==> src/verilog/line_enable_pkg.sv <==
package line_enable_pkg;
  localparam int ADDR_W = 8;
  localparam logic [7:0] RX_LOW_OFFSET = 8'h08;
  localparam logic [7:0] TX_HIGH_OFFSET = 8'h80;
  localparam logic [7:0] RX_HIGH_OFFSET = 8'h88;
  localparam int FIELD_W = 6;
  localparam logic [5:0] RX_LOW_RESET = 6'h00;
  localparam logic [5:0] TX_HIGH_RESET = 6'h00;
  localparam logic [5:0] RX_HIGH_RESET = 6'h00;
  localparam logic [31:0] UNMAPPED_READ = 32'h00000000;
endpackage : line_enable_pkg

==> src/verilog/line_enable_regs.sv <==
// Implementation choice: the Avalon-MM interface to the registers.
`timescale 1ns/1ns
module line_enable_regs
(
  input wire logic core_clk,
  input wire logic rst,
  input wire logic [line_enable_pkg::ADDR_W-1:0] avs_address,
  input wire logic avs_read,
  input wire logic avs_write,
  input wire logic [31:0] avs_writedata,
  input wire logic [3:0] avs_byteenable,
  output logic [31:0] avs_readdata,
  output logic avs_waitrequest,
  input wire logic master_tx_enable_pin,
  output logic [11:0] receive_section_on,
  output logic [5:0] transmit_section_on_ch6_11,
  output logic [5:0] tx_line_oe
);
  import line_enable_pkg::*;

  typedef struct packed {
    logic [5:0] rx_low;
    logic [5:0] tx_high;
    logic [5:0] rx_high;
    logic [31:0] rdata;
    logic done;
    logic pin_meta;
    logic pin_sync;
  } state_s;

  state_s cur;
  state_s next_cur;

  ////////////////////////////////////////////////////////////////////////////
  function automatic logic [31:0] pad_field(input logic [5:0] f);
    pad_field = {26'h0, f};
  endfunction : pad_field

  // One-hot select, so write and read paths cannot disagree
  function automatic logic [2:0] decode_hit(input logic [ADDR_W-1:0] a);
    decode_hit = 3'h0;
    case (a)
      RX_LOW_OFFSET: decode_hit = 3'h1;
      TX_HIGH_OFFSET: decode_hit = 3'h2;
      RX_HIGH_OFFSET: decode_hit = 3'h4;
      default: decode_hit = 3'h0;
    endcase
  endfunction : decode_hit

  logic [2:0] addr_hit;
  assign addr_hit = decode_hit(avs_address);

  always_comb
  begin
    next_cur = cur;
    next_cur.pin_meta = master_tx_enable_pin;
    next_cur.pin_sync = cur.pin_meta;
    next_cur.done = 1'b0;
    // One wait state: waitrequest drops the cycle after a request lands
    if ((avs_read || avs_write) && !cur.done)
    begin
      next_cur.done = 1'b1;
      next_cur.rdata = UNMAPPED_READ;
      // Lane 0 only: the whole field fits in the low byte
      if (avs_write && avs_byteenable[0])
      begin
        if (addr_hit[0])
          next_cur.rx_low = avs_writedata[FIELD_W-1:0];
        if (addr_hit[1])
          next_cur.tx_high = avs_writedata[FIELD_W-1:0];
        if (addr_hit[2])
          next_cur.rx_high = avs_writedata[FIELD_W-1:0];
      end
      // Unmapped reads keep the zero word set above
      if (avs_read)
      begin
        if (addr_hit[0])
          next_cur.rdata = pad_field(cur.rx_low);
        if (addr_hit[1])
          next_cur.rdata = pad_field(cur.tx_high);
        if (addr_hit[2])
          next_cur.rdata = pad_field(cur.rx_high);
      end
    end
  end

  always_ff @(posedge core_clk)
  begin
    if (rst)
    begin
      cur <= '0;
      cur.rx_low <= RX_LOW_RESET;
      cur.tx_high <= TX_HIGH_RESET;
      cur.rx_high <= RX_HIGH_RESET;
    end
    else
    begin
      cur <= next_cur;
    end
  end

  ////////////////////////////////////////////////////////////////////////////
  assign avs_waitrequest = (avs_read || avs_write) && !cur.done;
  assign avs_readdata = cur.rdata;
  // Receiver off means the line inputs float; enable goes to the pad
  assign receive_section_on = {cur.rx_high, cur.rx_low};
  assign transmit_section_on_ch6_11 = cur.tx_high;
  // Pin is synchronised, so drivers follow it two cycles late
  assign tx_line_oe = cur.tx_high & {6{cur.pin_sync}};

  ////////////////////////////////////////////////////////////////////////////
  logic req_any;
  logic wr_done;
  logic rd_done;
  logic unmapped;
  assign req_any = avs_read || avs_write;
  assign wr_done = avs_write && !avs_waitrequest;
  assign rd_done = avs_read && !avs_waitrequest;
  assign unmapped = avs_address != RX_LOW_OFFSET
    && avs_address != TX_HIGH_OFFSET && avs_address != RX_HIGH_OFFSET;

  rx_write_a: assert property (
    @(posedge core_clk) disable iff (rst)
    wr_done && avs_address == RX_LOW_OFFSET && avs_byteenable[0]
    |=> cur.rx_low == $past(avs_writedata[FIELD_W-1:0]))
    else $error("receive low write lost");
  tx_write_a: assert property (
    @(posedge core_clk) disable iff (rst)
    wr_done && avs_address == TX_HIGH_OFFSET && avs_byteenable[0]
    |=> cur.tx_high == $past(avs_writedata[FIELD_W-1:0]))
    else $error("transmit write lost");
  rxh_write_a: assert property (
    @(posedge core_clk) disable iff (rst)
    wr_done && avs_address == RX_HIGH_OFFSET && avs_byteenable[0]
    |=> cur.rx_high == $past(avs_writedata[FIELD_W-1:0]))
    else $error("receive high write lost");

  // Pad enables judged from the bus, not from internal state
  rx_map_a: assert property (
    @(posedge core_clk) disable iff (rst)
    wr_done && avs_address == RX_LOW_OFFSET && avs_byteenable[0]
    |=> receive_section_on[5:0] == $past(avs_writedata[FIELD_W-1:0]))
    else $error("receive enable mismatch");
  rxh_map_a: assert property (
    @(posedge core_clk) disable iff (rst)
    wr_done && avs_address == RX_HIGH_OFFSET && avs_byteenable[0]
    |=> receive_section_on[11:6] == $past(avs_writedata[FIELD_W-1:0]))
    else $error("upper receive enable mismatch");
  tx_map_a: assert property (
    @(posedge core_clk) disable iff (rst)
    wr_done && avs_address == TX_HIGH_OFFSET && avs_byteenable[0]
    |=> transmit_section_on_ch6_11 == $past(avs_writedata[FIELD_W-1:0]))
    else $error("transmit enable mismatch");

  tx_pin_a: assert property (
    @(posedge core_clk) disable iff (rst)
    !$past(master_tx_enable_pin, 2) |-> tx_line_oe == 6'h00)
    else $error("driver on with pin low");
  tx_on_a: assert property (
    @(posedge core_clk) disable iff (rst)
    $past(master_tx_enable_pin, 2)
    |-> tx_line_oe == transmit_section_on_ch6_11)
    else $error("driver not following its bit");
  tx_off_a: assert property (
    @(posedge core_clk) disable iff (rst)
    wr_done && avs_address == TX_HIGH_OFFSET && avs_byteenable[0]
    |=> (tx_line_oe & ~$past(avs_writedata[FIELD_W-1:0])) == 6'h00)
    else $error("driver on with bit clear");

  reserved_zero_a: assert property (
    @(posedge core_clk) disable iff (rst)
    rd_done |-> avs_readdata[31:6] == 26'h0)
    else $error("reserved bits not zero");
  rx_read_a: assert property (
    @(posedge core_clk) disable iff (rst)
    rd_done && avs_address == RX_LOW_OFFSET
    |-> avs_readdata == {26'h0, receive_section_on[5:0]})
    else $error("receive low read wrong");
  tx_read_a: assert property (
    @(posedge core_clk) disable iff (rst)
    rd_done && avs_address == TX_HIGH_OFFSET
    |-> avs_readdata == {26'h0, transmit_section_on_ch6_11})
    else $error("transmit read wrong");
  rxh_read_a: assert property (
    @(posedge core_clk) disable iff (rst)
    rd_done && avs_address == RX_HIGH_OFFSET
    |-> avs_readdata == {26'h0, receive_section_on[11:6]})
    else $error("receive high read wrong");

  // Refused reads return zero; refused writes leave receive_section_on and transmit_section_on_ch6_11 alone
  unmapped_read_a: assert property (
    @(posedge core_clk) disable iff (rst)
    rd_done && unmapped |-> avs_readdata == UNMAPPED_READ)
    else $error("unmapped read not zero");
  unmapped_write_a: assert property (
    @(posedge core_clk) disable iff (rst)
    wr_done && unmapped
    |-> $stable(receive_section_on) && $stable(transmit_section_on_ch6_11))
    else $error("unmapped write changed an enable");
  byte_lane_a: assert property (
    @(posedge core_clk) disable iff (rst)
    wr_done && !avs_byteenable[0]
    |-> $stable(receive_section_on) && $stable(transmit_section_on_ch6_11))
    else $error("masked write changed an enable");

  read_hold_a: assert property (
    @(posedge core_clk) disable iff (rst)
    !req_any |=> $stable(avs_readdata))
    else $error("read data moved while idle");
  idle_wait_a: assert property (
    @(posedge core_clk) disable iff (rst)
    !req_any |-> !avs_waitrequest)
    else $error("waitrequest high while idle");
  first_wait_a: assert property (
    @(posedge core_clk) disable iff (rst)
    req_any && !$past(req_any) |-> avs_waitrequest)
    else $error("no wait state on new request");
  wait_one_a: assert property (
    @(posedge core_clk) disable iff (rst)
    avs_read && avs_waitrequest |=> !avs_waitrequest)
    else $error("waitrequest too long");
  wait_write_a: assert property (
    @(posedge core_clk) disable iff (rst)
    avs_write && avs_waitrequest |=> !avs_waitrequest)
    else $error("write waitrequest too long");
endmodule : line_enable_regs

==> config.mk <==
export PLATFORM = sky130hd
export DESIGN_NAME = line_enable_regs
export DESIGN_NICKNAME = d
export VERILOG_FILES = /design/src/verilog/line_enable_pkg.sv /design/src/verilog/line_enable_regs.sv
export SDC_FILE = /design/constraint.sdc
export NUM_CORES = 1
export LEC_CHECK = 0
export BUFFER_PORTS_ARGS = -buffer_cell sky130_fd_sc_hd__clkbuf_2
export CORE_MARGIN = 1
export CORE_UTILIZATION = 35
export DETAILED_ROUTE_END_ITERATION = 8
export GPL_TIMING_DRIVEN = 0
export PLACE_DENSITY = 0.68
export SKIP_CTS_REPAIR_TIMING = 1
export SYNTH_ARGS = -nofsm -noshare
export SYNTH_HDL_FRONTEND = slang
export SYNTH_SLANG_ARGS = --single-unit
==> constraint.sdc <==
create_clock -name core_clk -period 2.3 [get_ports core_clk]
set_clock_uncertainty 0.1 [all_clocks]
set_input_delay 0.23 -clock core_clk [delete_from_list [all_inputs] [get_ports core_clk]]
set_output_delay 0.23 -clock core_clk [all_outputs]
set_load 0.05 [all_outputs]
# After elaboration in Yosys (flattened, before gate mapping)
# Cells that the tools add are included.
word_totals:
  reg_bits: 53
  elab_cells: 24
  out_inout_bits: 57
classes:
  n_mux: 6
  n_eq_ne: 3
  n_reduce_logical: 7
  bitwise: 1
ops:
  columns: ["cell", "n"]
  rows:
  - ["$mux 32", 2]
  - ["$eq 8x8->1 const B", 2]
  - ["$mux 6", 2]
  - ["$pmux 3 s3", 1]
  - ["$reduce_and 3->1", 3]
  - ["$eq 8x4->1 const B", 1]
  - ["$and 6x6->6", 1]
  - ["$logic_and 1x1->1", 2]
  - ["$logic_not 1->1", 1]
  - ["$logic_or 1x1->1", 1]
  - ["$mux 1", 1]

# Logic depth before layout (Yosys ltp)
# Gate-level depths: netlist of the first run.
depth:
  ltp_word: 6
  mapped_depth: 5
  ltp_nobuf: 4

# Least setup slack after synthesis of the first run
# No wires, ideal clock.
synth_path:
  path_kind: "input-to-reg"
  startpoint: "input avs_address[5] in the netlist's numbering"
  endpoint: "register cur, in the netlist transmit_section_on_ch6_11[0]"
  path_slack_ps: 423
  arrival_ps: 1649
  cell_stages: 5
  setup_ps: 128
  cell_sequence: "or4_1 -> buf_2 -> nor4_4 -> mux2i_1 -> nor2_1"
synth_via:
  elab_chain_len: 3
  elab_cells_between_ends: 5
  cone_classes: "eq/ne: 3; mux: 1; reduce/logical: 1"
synth_rtl:
  columns: ["element", "line", "text"]
  rows:
  - ["from (decl)", "line_enable_regs.sv:7", "input wire logic [line_enable_pkg::ADDR_W-1:0] avs_address,"]
  - ["$eq 8x8->1 / $eq 8x4->1 (equally long branches)", "line_enable_regs.sv:42", "case (a)"]
  - ["$pmux 3 s3 *", "line_enable_regs.sv:42", null]
  - ["$reduce_and 3->1 (no line) *", null, null]
  - ["to (signal assigned)", "line_enable_regs.sv:98", "cur <= next_cur;"]
  - ["to (decl)", "line_enable_regs.sv:31", "state_s cur;"]
# Mark *: on every way between the ends. The rest lies on a longest branch, timed or not.
# A chain may end at the register's enable or synchronous reset.

# Worst setup path in the final report of the first run
layout_path:
  startpoint: "register cur[2] in the netlist's numbering"
  endpoint: "register cur, in the netlist transmit_section_on_ch6_11[5]"
layout_via:
  elab_chain_len: 3
layout_rtl:
  columns: ["element", "line", "text"]
  rows:
  - ["$logic_not 1->1", "line_enable_regs.sv:60", "if ((avs_read || avs_write) && !cur.done)"]
  - ["$logic_and 1x1->1", "line_enable_regs.sv:60", null]
  - ["$reduce_and 3->1 (no line)", null, null]
# No other way between the ends.

==> results.py, run 1 <==
metrics = {
    "route": {
        "dr.pass1.iters": 4,
        "vias": 1207,
        "routed_wl_um": 3025,
        "ant_nets": 0,
        "drc": 0,
        "top_layer": "met4",
        "via_per_inst": 4.092,
        "wl_met3_um": 214,
        "route.met2.wl_um": 1371,
        "wl_met1_um": 1410,
        "wl_per_cell_um": 10.25,
        "initialDrtViolationCount": 23,
    },
    "logic_synthesis": {
        "syn-cell-area_um2": 1546,
        "ys_async_sr_fraction_pct": 0,
        "synth_commonest_cells": "buf_4 (50), dfxtp_1 (27), nor2_1 (21), mux2i_1 (18)",
        "ys_seq_area_share_pct": 34.95,
        "synth_top_flop_cell": "dfxtp_1",
        "ys_ff_latch": 27,
        "syn_area_per_cell_um2": 9.316,
        "synthCells": 166,
        "yosysMostFrequentCell": "buf_4",
        "yosys.area.top_type_share_pct": 34.95,
        "synth_area_leaders": "dfxtp_1 (35%), buf_4 (24%), mux2i_1 (12%)",
        "synth_cell_types": 24,
        "synth_area_leader_cell": "dfxtp_1",
        "synth-edff-count": 0,
        "yosysWarnings": 0,
    },
    "sta": {
        "setup_ws_ns": 0.3238,
        "fin_tns_setup_ns": 0,
        "finalHoldViolations": 0,
        "tightestPinTransition_ns": 0.5774,
        "timing.fmax_mhz": 506.0,
        "fin_crit_sh_pct": 85.92,
        "rsz0062_at_grt": "no",
        "slew_viol_final": 0,
        "period_needed_ns": 1.976,
        "setup_violations": 0,
        "relSlewSlack_pct": 61.22,
    },
    "clock_network": {
        "cts_tree": "built",
        "root_buffer": "clkbuf_8",
        "cts_num_sinks": 27,
        "insertion_delay_ns": 0.27,
        "cts_max_path_buffers": 2,
        "cts.reportedPaths.clkPinSlew_ns": 0.09,
        "htree_levels": 1,
        "cts_inserted_buffers": 3,
    },
    "setup_path": {
        "startpoint_type": "flop",
        "r2r_slack_ns": 0.32,
        "cp.arrival_ns": 2.03,
        "path_class": "flop to flop",
        "end_kind": "flop",
        "required_ns": 2.35,
        "worstPathMaxFanout": 6,
    },
    "place": {
        "dpl_cell_area_um2": 1953,
        "gp_congestion": 0.7892,
        "portBuffers": 50,
        "place_ws_ns": 0.1714,
        "dp_hpwl_um": 2517,
    },
    "power": {
        "leakagePower_nw": 1.010,
        "vdd_drop_max_mv": 0.2307,
        "power.density_nw_per_um2": 468.5,
        "p_comb_share_pct": 21.1,
        "p_int_mw": 0.6502,
        "power_mw": 0.9362,
        "net-switching-power_mw": 0.2860,
        "pwr-share-seq_pct": 50.5,
        "switching_share_pct": 30.55,
        "p_clk_share_pct": 28.4,
    },
    "cells_and_area": {
        "n_antenna_cell": 0,
        "syn_to_final_growth_pct": 29.21,
        "fill_cells": 416,
        "nets": 295,
        "design_area_um2": 1998,
        "final_util_pct": 48.56,
        "drive_above_1_share_pct": 44.90,
    },
    "floorplan": {
        "die_h_um": 68.47,
        "floorplan.initialDensity_pct": 37.58,
        "fp.coreArea_um2": 4115,
        "dieArea_um2": 4688,
        "ios": 106,
        "die_x_um": 68.47,
        "fp-row-count": 23,
    },
    "grt": {
        "grt_max_degree": 15,
        "grt_pass1_vias": 1035,
        "grt.overflow.total": 0,
        "grt_first_pass_wirelength_um": 4664,
        "antenna_found_initial": 0,
        "gr-usage-all-layers_pct": 13.52,
    },
    "flow_run": {
        "max_cap_viol_count": 0,
    },
    "min_path": {
        "min_path_type": "primary input to flop",
    },
    "outcome": {
        "status": "finished clean",
    },
}
[sequential cells by signal (all words and copies together) (netlist names)]
| name | count |
|---|---|
| cur | 3 |
| avs_readdata | 6 |
| transmit_section_on_ch6_11 | 6 |
| receive_section_on | 12 |
[metal layers]
metal | track usage, % | vias to the layer above
li1 | - | 643
met1 | 16.55 | 515
met2 | 22.18 | 44
met3 | 4.000 | 5
met4 | 4.948 | 0
met5 | 0 | -
[kinds of logic (layout without fill, tap and decap cells)]
kind of cell,after synthesis,in the layout,share of synthesized area [%]
other,1,26,0.2425
buffers and inverters,55,109,25.57
AO/OA/AOI/OAI,24,24,10.27
AND/OR/NAND/NOR,41,41,17.31
flip-flops,27,27,34.95
multiplexers,18,18,11.65
[cell usage in the layout, fill, tap and decap left out, drive strengths merged]
cell type	netlist	final
nor2b	2	2
dfxtp	27	27
or3	3	3
a21o	6	6
and2	6	6
or4b	1	1
o2bb2ai	5	5
or4	1	1
nand2b	1	1
a2bb2o	1	1
nand2	1	1
buf	51	51
nor3	1	1
nor2	21	21
nor4b	1	1
nor4	3	3
clkbuf	3	57
mux2i	18	18
o21ai	12	12
conb	1	26
inv	1	1
[cell type report]
class	count	area [um^2]	area share, %
plain buffers	54	391.6	19.60
clock buffers	4	45.04	2.254
inverters	1	3.754	0.1879
multi-input cells	109	704.4	35.25
flip-flops and latches	27	540.5	27.05
well taps	50	62.56	3.131
repair buffers	50	250.2	12.52
[per-stage QoR]
step / cells / hold WS, ns
after CTS: 295 / 0.05548
after detailed placement: 291 / 0.3277
after global routing: 295 / 0.05286
after global placement: 291 / 0.3156
final: 295 / 0.05983
after floorplan: 191 / 0.2016
[path summary, 6_finish.rpt]
path,cells past startpoint,end,from
max reg2reg,5,transmit_section_on_ch6_11[5],cur[2]
min reg2reg,1,cur[0],cur[1]
max,5,transmit_section_on_ch6_11[5],cur[2]
min,2,cur[1],master_tx_enable_pin
[power groups by stage]
stage	clock [mW]	sequential, mW	combinational [mW]
after floorplan	0	0.483	0.163
after global placement	0	0.484	0.196
after detailed placement	0	0.484	0.197
after CTS	0.279	0.473	0.197
after global routing	0.297	0.473	0.213
final	0.266	0.472	0.198
[worst max-delay path, cell delays in order (launching register included)]
cell	delay [ns]
dfxtp_1	0.33
or4_1	0.38
buf_2	0.19
nor4_4	0.55
mux2i_1	0.26
nor2_1	0.05
No activity file was read; power rests on OpenSTA's default activity.
==> run 2: changes to the inputs <==
--- a/config.mk
+++ b/config.mk
@@ -5,12 +5,13 @@
 export SDC_FILE = /design/constraint.sdc
 export NUM_CORES = 1
 export LEC_CHECK = 0
+export ABC_AREA = 1
 export BUFFER_PORTS_ARGS = -buffer_cell sky130_fd_sc_hd__clkbuf_2
 export CORE_MARGIN = 1
 export CORE_UTILIZATION = 35
 export DETAILED_ROUTE_END_ITERATION = 8
 export GPL_TIMING_DRIVEN = 0
-export PLACE_DENSITY = 0.68
+export PLACE_DENSITY = 0.66
 export SKIP_CTS_REPAIR_TIMING = 1
 export SYNTH_ARGS = -nofsm -noshare
 export SYNTH_HDL_FRONTEND = slang
==> results.py, run 2 <==
metrics = {
    "outcome": {
        "status": "finished clean",
    },
    "power": {
        "leakagePower_nw": 1.249,
        "power_mw": 0.9566,
        "vdd_drop_max_mv": 0.1948,
        "power.density_nw_per_um2": 435.1,
    },
    "cells_and_area": {
        "final_common_cell": "buf_4",
        "design_area_um2": 2198,
        "fill_cells": 488,
        "nets": 364,
        "ff_latch_area_um2": 540.5,
        "n_antenna_cell": 0,
        "mostFrequentLayoutCells": "buf_4 (50), clkbuf_2 (49), nand2_1 (43), dfxtp_1 (27), conb_1 (26)",
        "largest_reg_flops": 12,
        "multi_input_area_um2": 769.5,
        "syn_to_final_growth_pct": 27.13,
        "final_util_pct": 46.54,
        "drive_above_1_share_pct": 41.08,
    },
    "sta": {
        "finalHoldViolations": 0,
        "fin_tns_setup_ns": 0,
        "tightestPinTransition_ns": 0.5118,
        "relSlewSlack_pct": 65.65,
        "timing.fmax_mhz": 622.2,
        "fin_crit_sh_pct": 69.88,
        "setup_violations": 0,
        "slew_viol_final": 0,
        "period_needed_ns": 1.607,
        "rsz0062_at_grt": "no",
    },
    "route": {
        "top_layer": "met4",
        "via_per_inst": 4.073,
        "ant_nets": 0,
        "dr.pass1.iters": 4,
        "drc": 0,
        "routed_wl_um": 3542,
        "wl_met3_um": 176,
        "wl_per_cell_um": 9.297,
        "wl_met1_um": 1529,
        "route.met2.wl_um": 1770,
        "initialDrtViolationCount": 61,
        "vias": 1552,
    },
    "clock_network": {
        "cts_tree": "built",
        "htree_levels": 1,
        "cts_inserted_buffers": 3,
        "cts.reportedPaths.clkPinSlew_ns": 0.09,
        "insertion_delay_ns": 0.27,
        "cts_max_path_buffers": 2,
        "root_buffer": "clkbuf_8",
        "cts_num_sinks": 27,
    },
    "floorplan": {
        "fp.coreArea_um2": 4723,
        "floorplan.initialDensity_pct": 36.61,
        "die_x_um": 72.29,
        "fp-row-count": 25,
        "ios": 106,
        "dieArea_um2": 5226,
        "die_h_um": 72.29,
    },
    "setup_path": {
        "startpoint_type": "flop",
        "critPathBufInv": 3,
        "end_kind": "output port",
        "path_class": "flop to output port",
        "crit_chain": "inv_2 > o21ai_1 > inv_1 > clkbuf_2",
        "crit_family": "buffers and inverters",
        "required_ns": 1.97,
        "critPathSlowestCell": "dfxtp_1",
        "worstPathMaxFanout": 8,
        "cp.arrival_ns": 1.28,
        "cp_slowest_stage_delay_ns": 0.36,
    },
    "logic_synthesis": {
        "ys_async_sr_fraction_pct": 0,
        "yosys.area.top_type_share_pct": 31.26,
        "syn-cell-area_um2": 1729,
        "ys_ff_latch": 27,
        "yosysMostFrequentCell": "buf_4",
        "yosysWarnings": 0,
        "synthCells": 236,
        "synth_top_flop_cell": "dfxtp_1",
        "synth_area_leaders": "dfxtp_1 (31%), buf_4 (22%), nand2_1 (9.3%)",
        "synth-edff-count": 0,
        "ys_seq_area_share_pct": 31.26,
        "synth_cell_types": 24,
        "syn_area_per_cell_um2": 7.327,
        "synth_commonest_cells": "buf_4 (50), nand2_1 (43), dfxtp_1 (27), inv_1 (21)",
        "synth_area_leader_cell": "dfxtp_1",
    },
    "place": {
        "portBuffers": 49,
        "dpl_cell_area_um2": 2152,
        "gp_congestion": 0.8046,
        "dp_hpwl_um": 2911,
    },
    "grt": {
        "grt.overflow.total": 0,
        "grt_first_pass_wirelength_um": 5616,
        "gr-usage-all-layers_pct": 13.60,
        "antenna_found_initial": 0,
        "grt_pass1_vias": 1288,
        "grt_max_degree": 16,
    },
    "min_path": {
        "min_path_type": "primary input to flop",
    },
    "flow_run": {
        "max_cap_viol_count": 0,
    },
}
-- run 2: kinds of logic after synthesis --
| group | Yosys count | share of synthesized area [%] |
|---|---|---|
| buf+inv | 82 | 29.67 |
| compound gates | 26 | 7.742 |
| simple gates | 100 | 31.11 |
| other cells | 1 | 0.2169 |
| flops | 27 | 31.26 |
-- run 2: worst paths after layout --
kind / slack, ns / end / start / depth (start not counted)
setup reg to reg: 0.93 / receive_section_on[6] / cur[2] / 6
setup / recovery: 0.69 / avs_waitrequest / cur[2] / 4
hold / removal: 0.04 / cur[1] / master_tx_enable_pin / 3
hold reg to reg: 0.31 / cur[0] / cur[1] / 2
-- run 2: metal layers --
layer | vias to the layer above | global-route usage (%)
met4 | 0 | 5.229
met2 | 50 | 23.36
met3 | 8 | 1.667
met1 | 671 | 17.35
met5 | - | 0
li1 | 823 | -
-- run 2: worst register-to-register path: stages, from the launching register on --
cell	delay [ns]
dfxtp_1	0.33
inv_2	0.06
nand3_2	0.15
inv_2	0.20
nand3_1	0.23
nand2_1	0.12
a21oi_1	0.07
-- run 2: layout make-up --
class / count / share of cell area (%)
plain buffers: 55 / 18.67
clock buffers: 3 / 1.878
clock inverters: 1 / 0.2277
inverters: 27 / 4.667
multi-input cells: 152 / 35.00
flip-flops and latches: 27 / 24.59
well taps: 67 / 3.813
repair buffers: 49 / 11.16
-- run 2: power breakdown --
part	switching, mW	internal (mW)	total (mW)
combinational	0.159	0.0578	0.217
clock	0.146	0.121	0.267
sequential	0.00240	0.470	0.473
-- run 2: through the flow --
| stage | hold slack (ns) | worst slack, ns | instances |
|---|---|---|---|
| floorplan | 0.2370 | 1.087 | 261 |
| global placement | 0.2911 | 0.8630 | 377 |
| detailed placement | 0.2982 | 0.8729 | 377 |
| CTS | 0.04025 | 0.6689 | 381 |
| global route | 0.06238 | 0.5764 | 381 |
| finish | 0.03921 | 0.6927 | 381 |
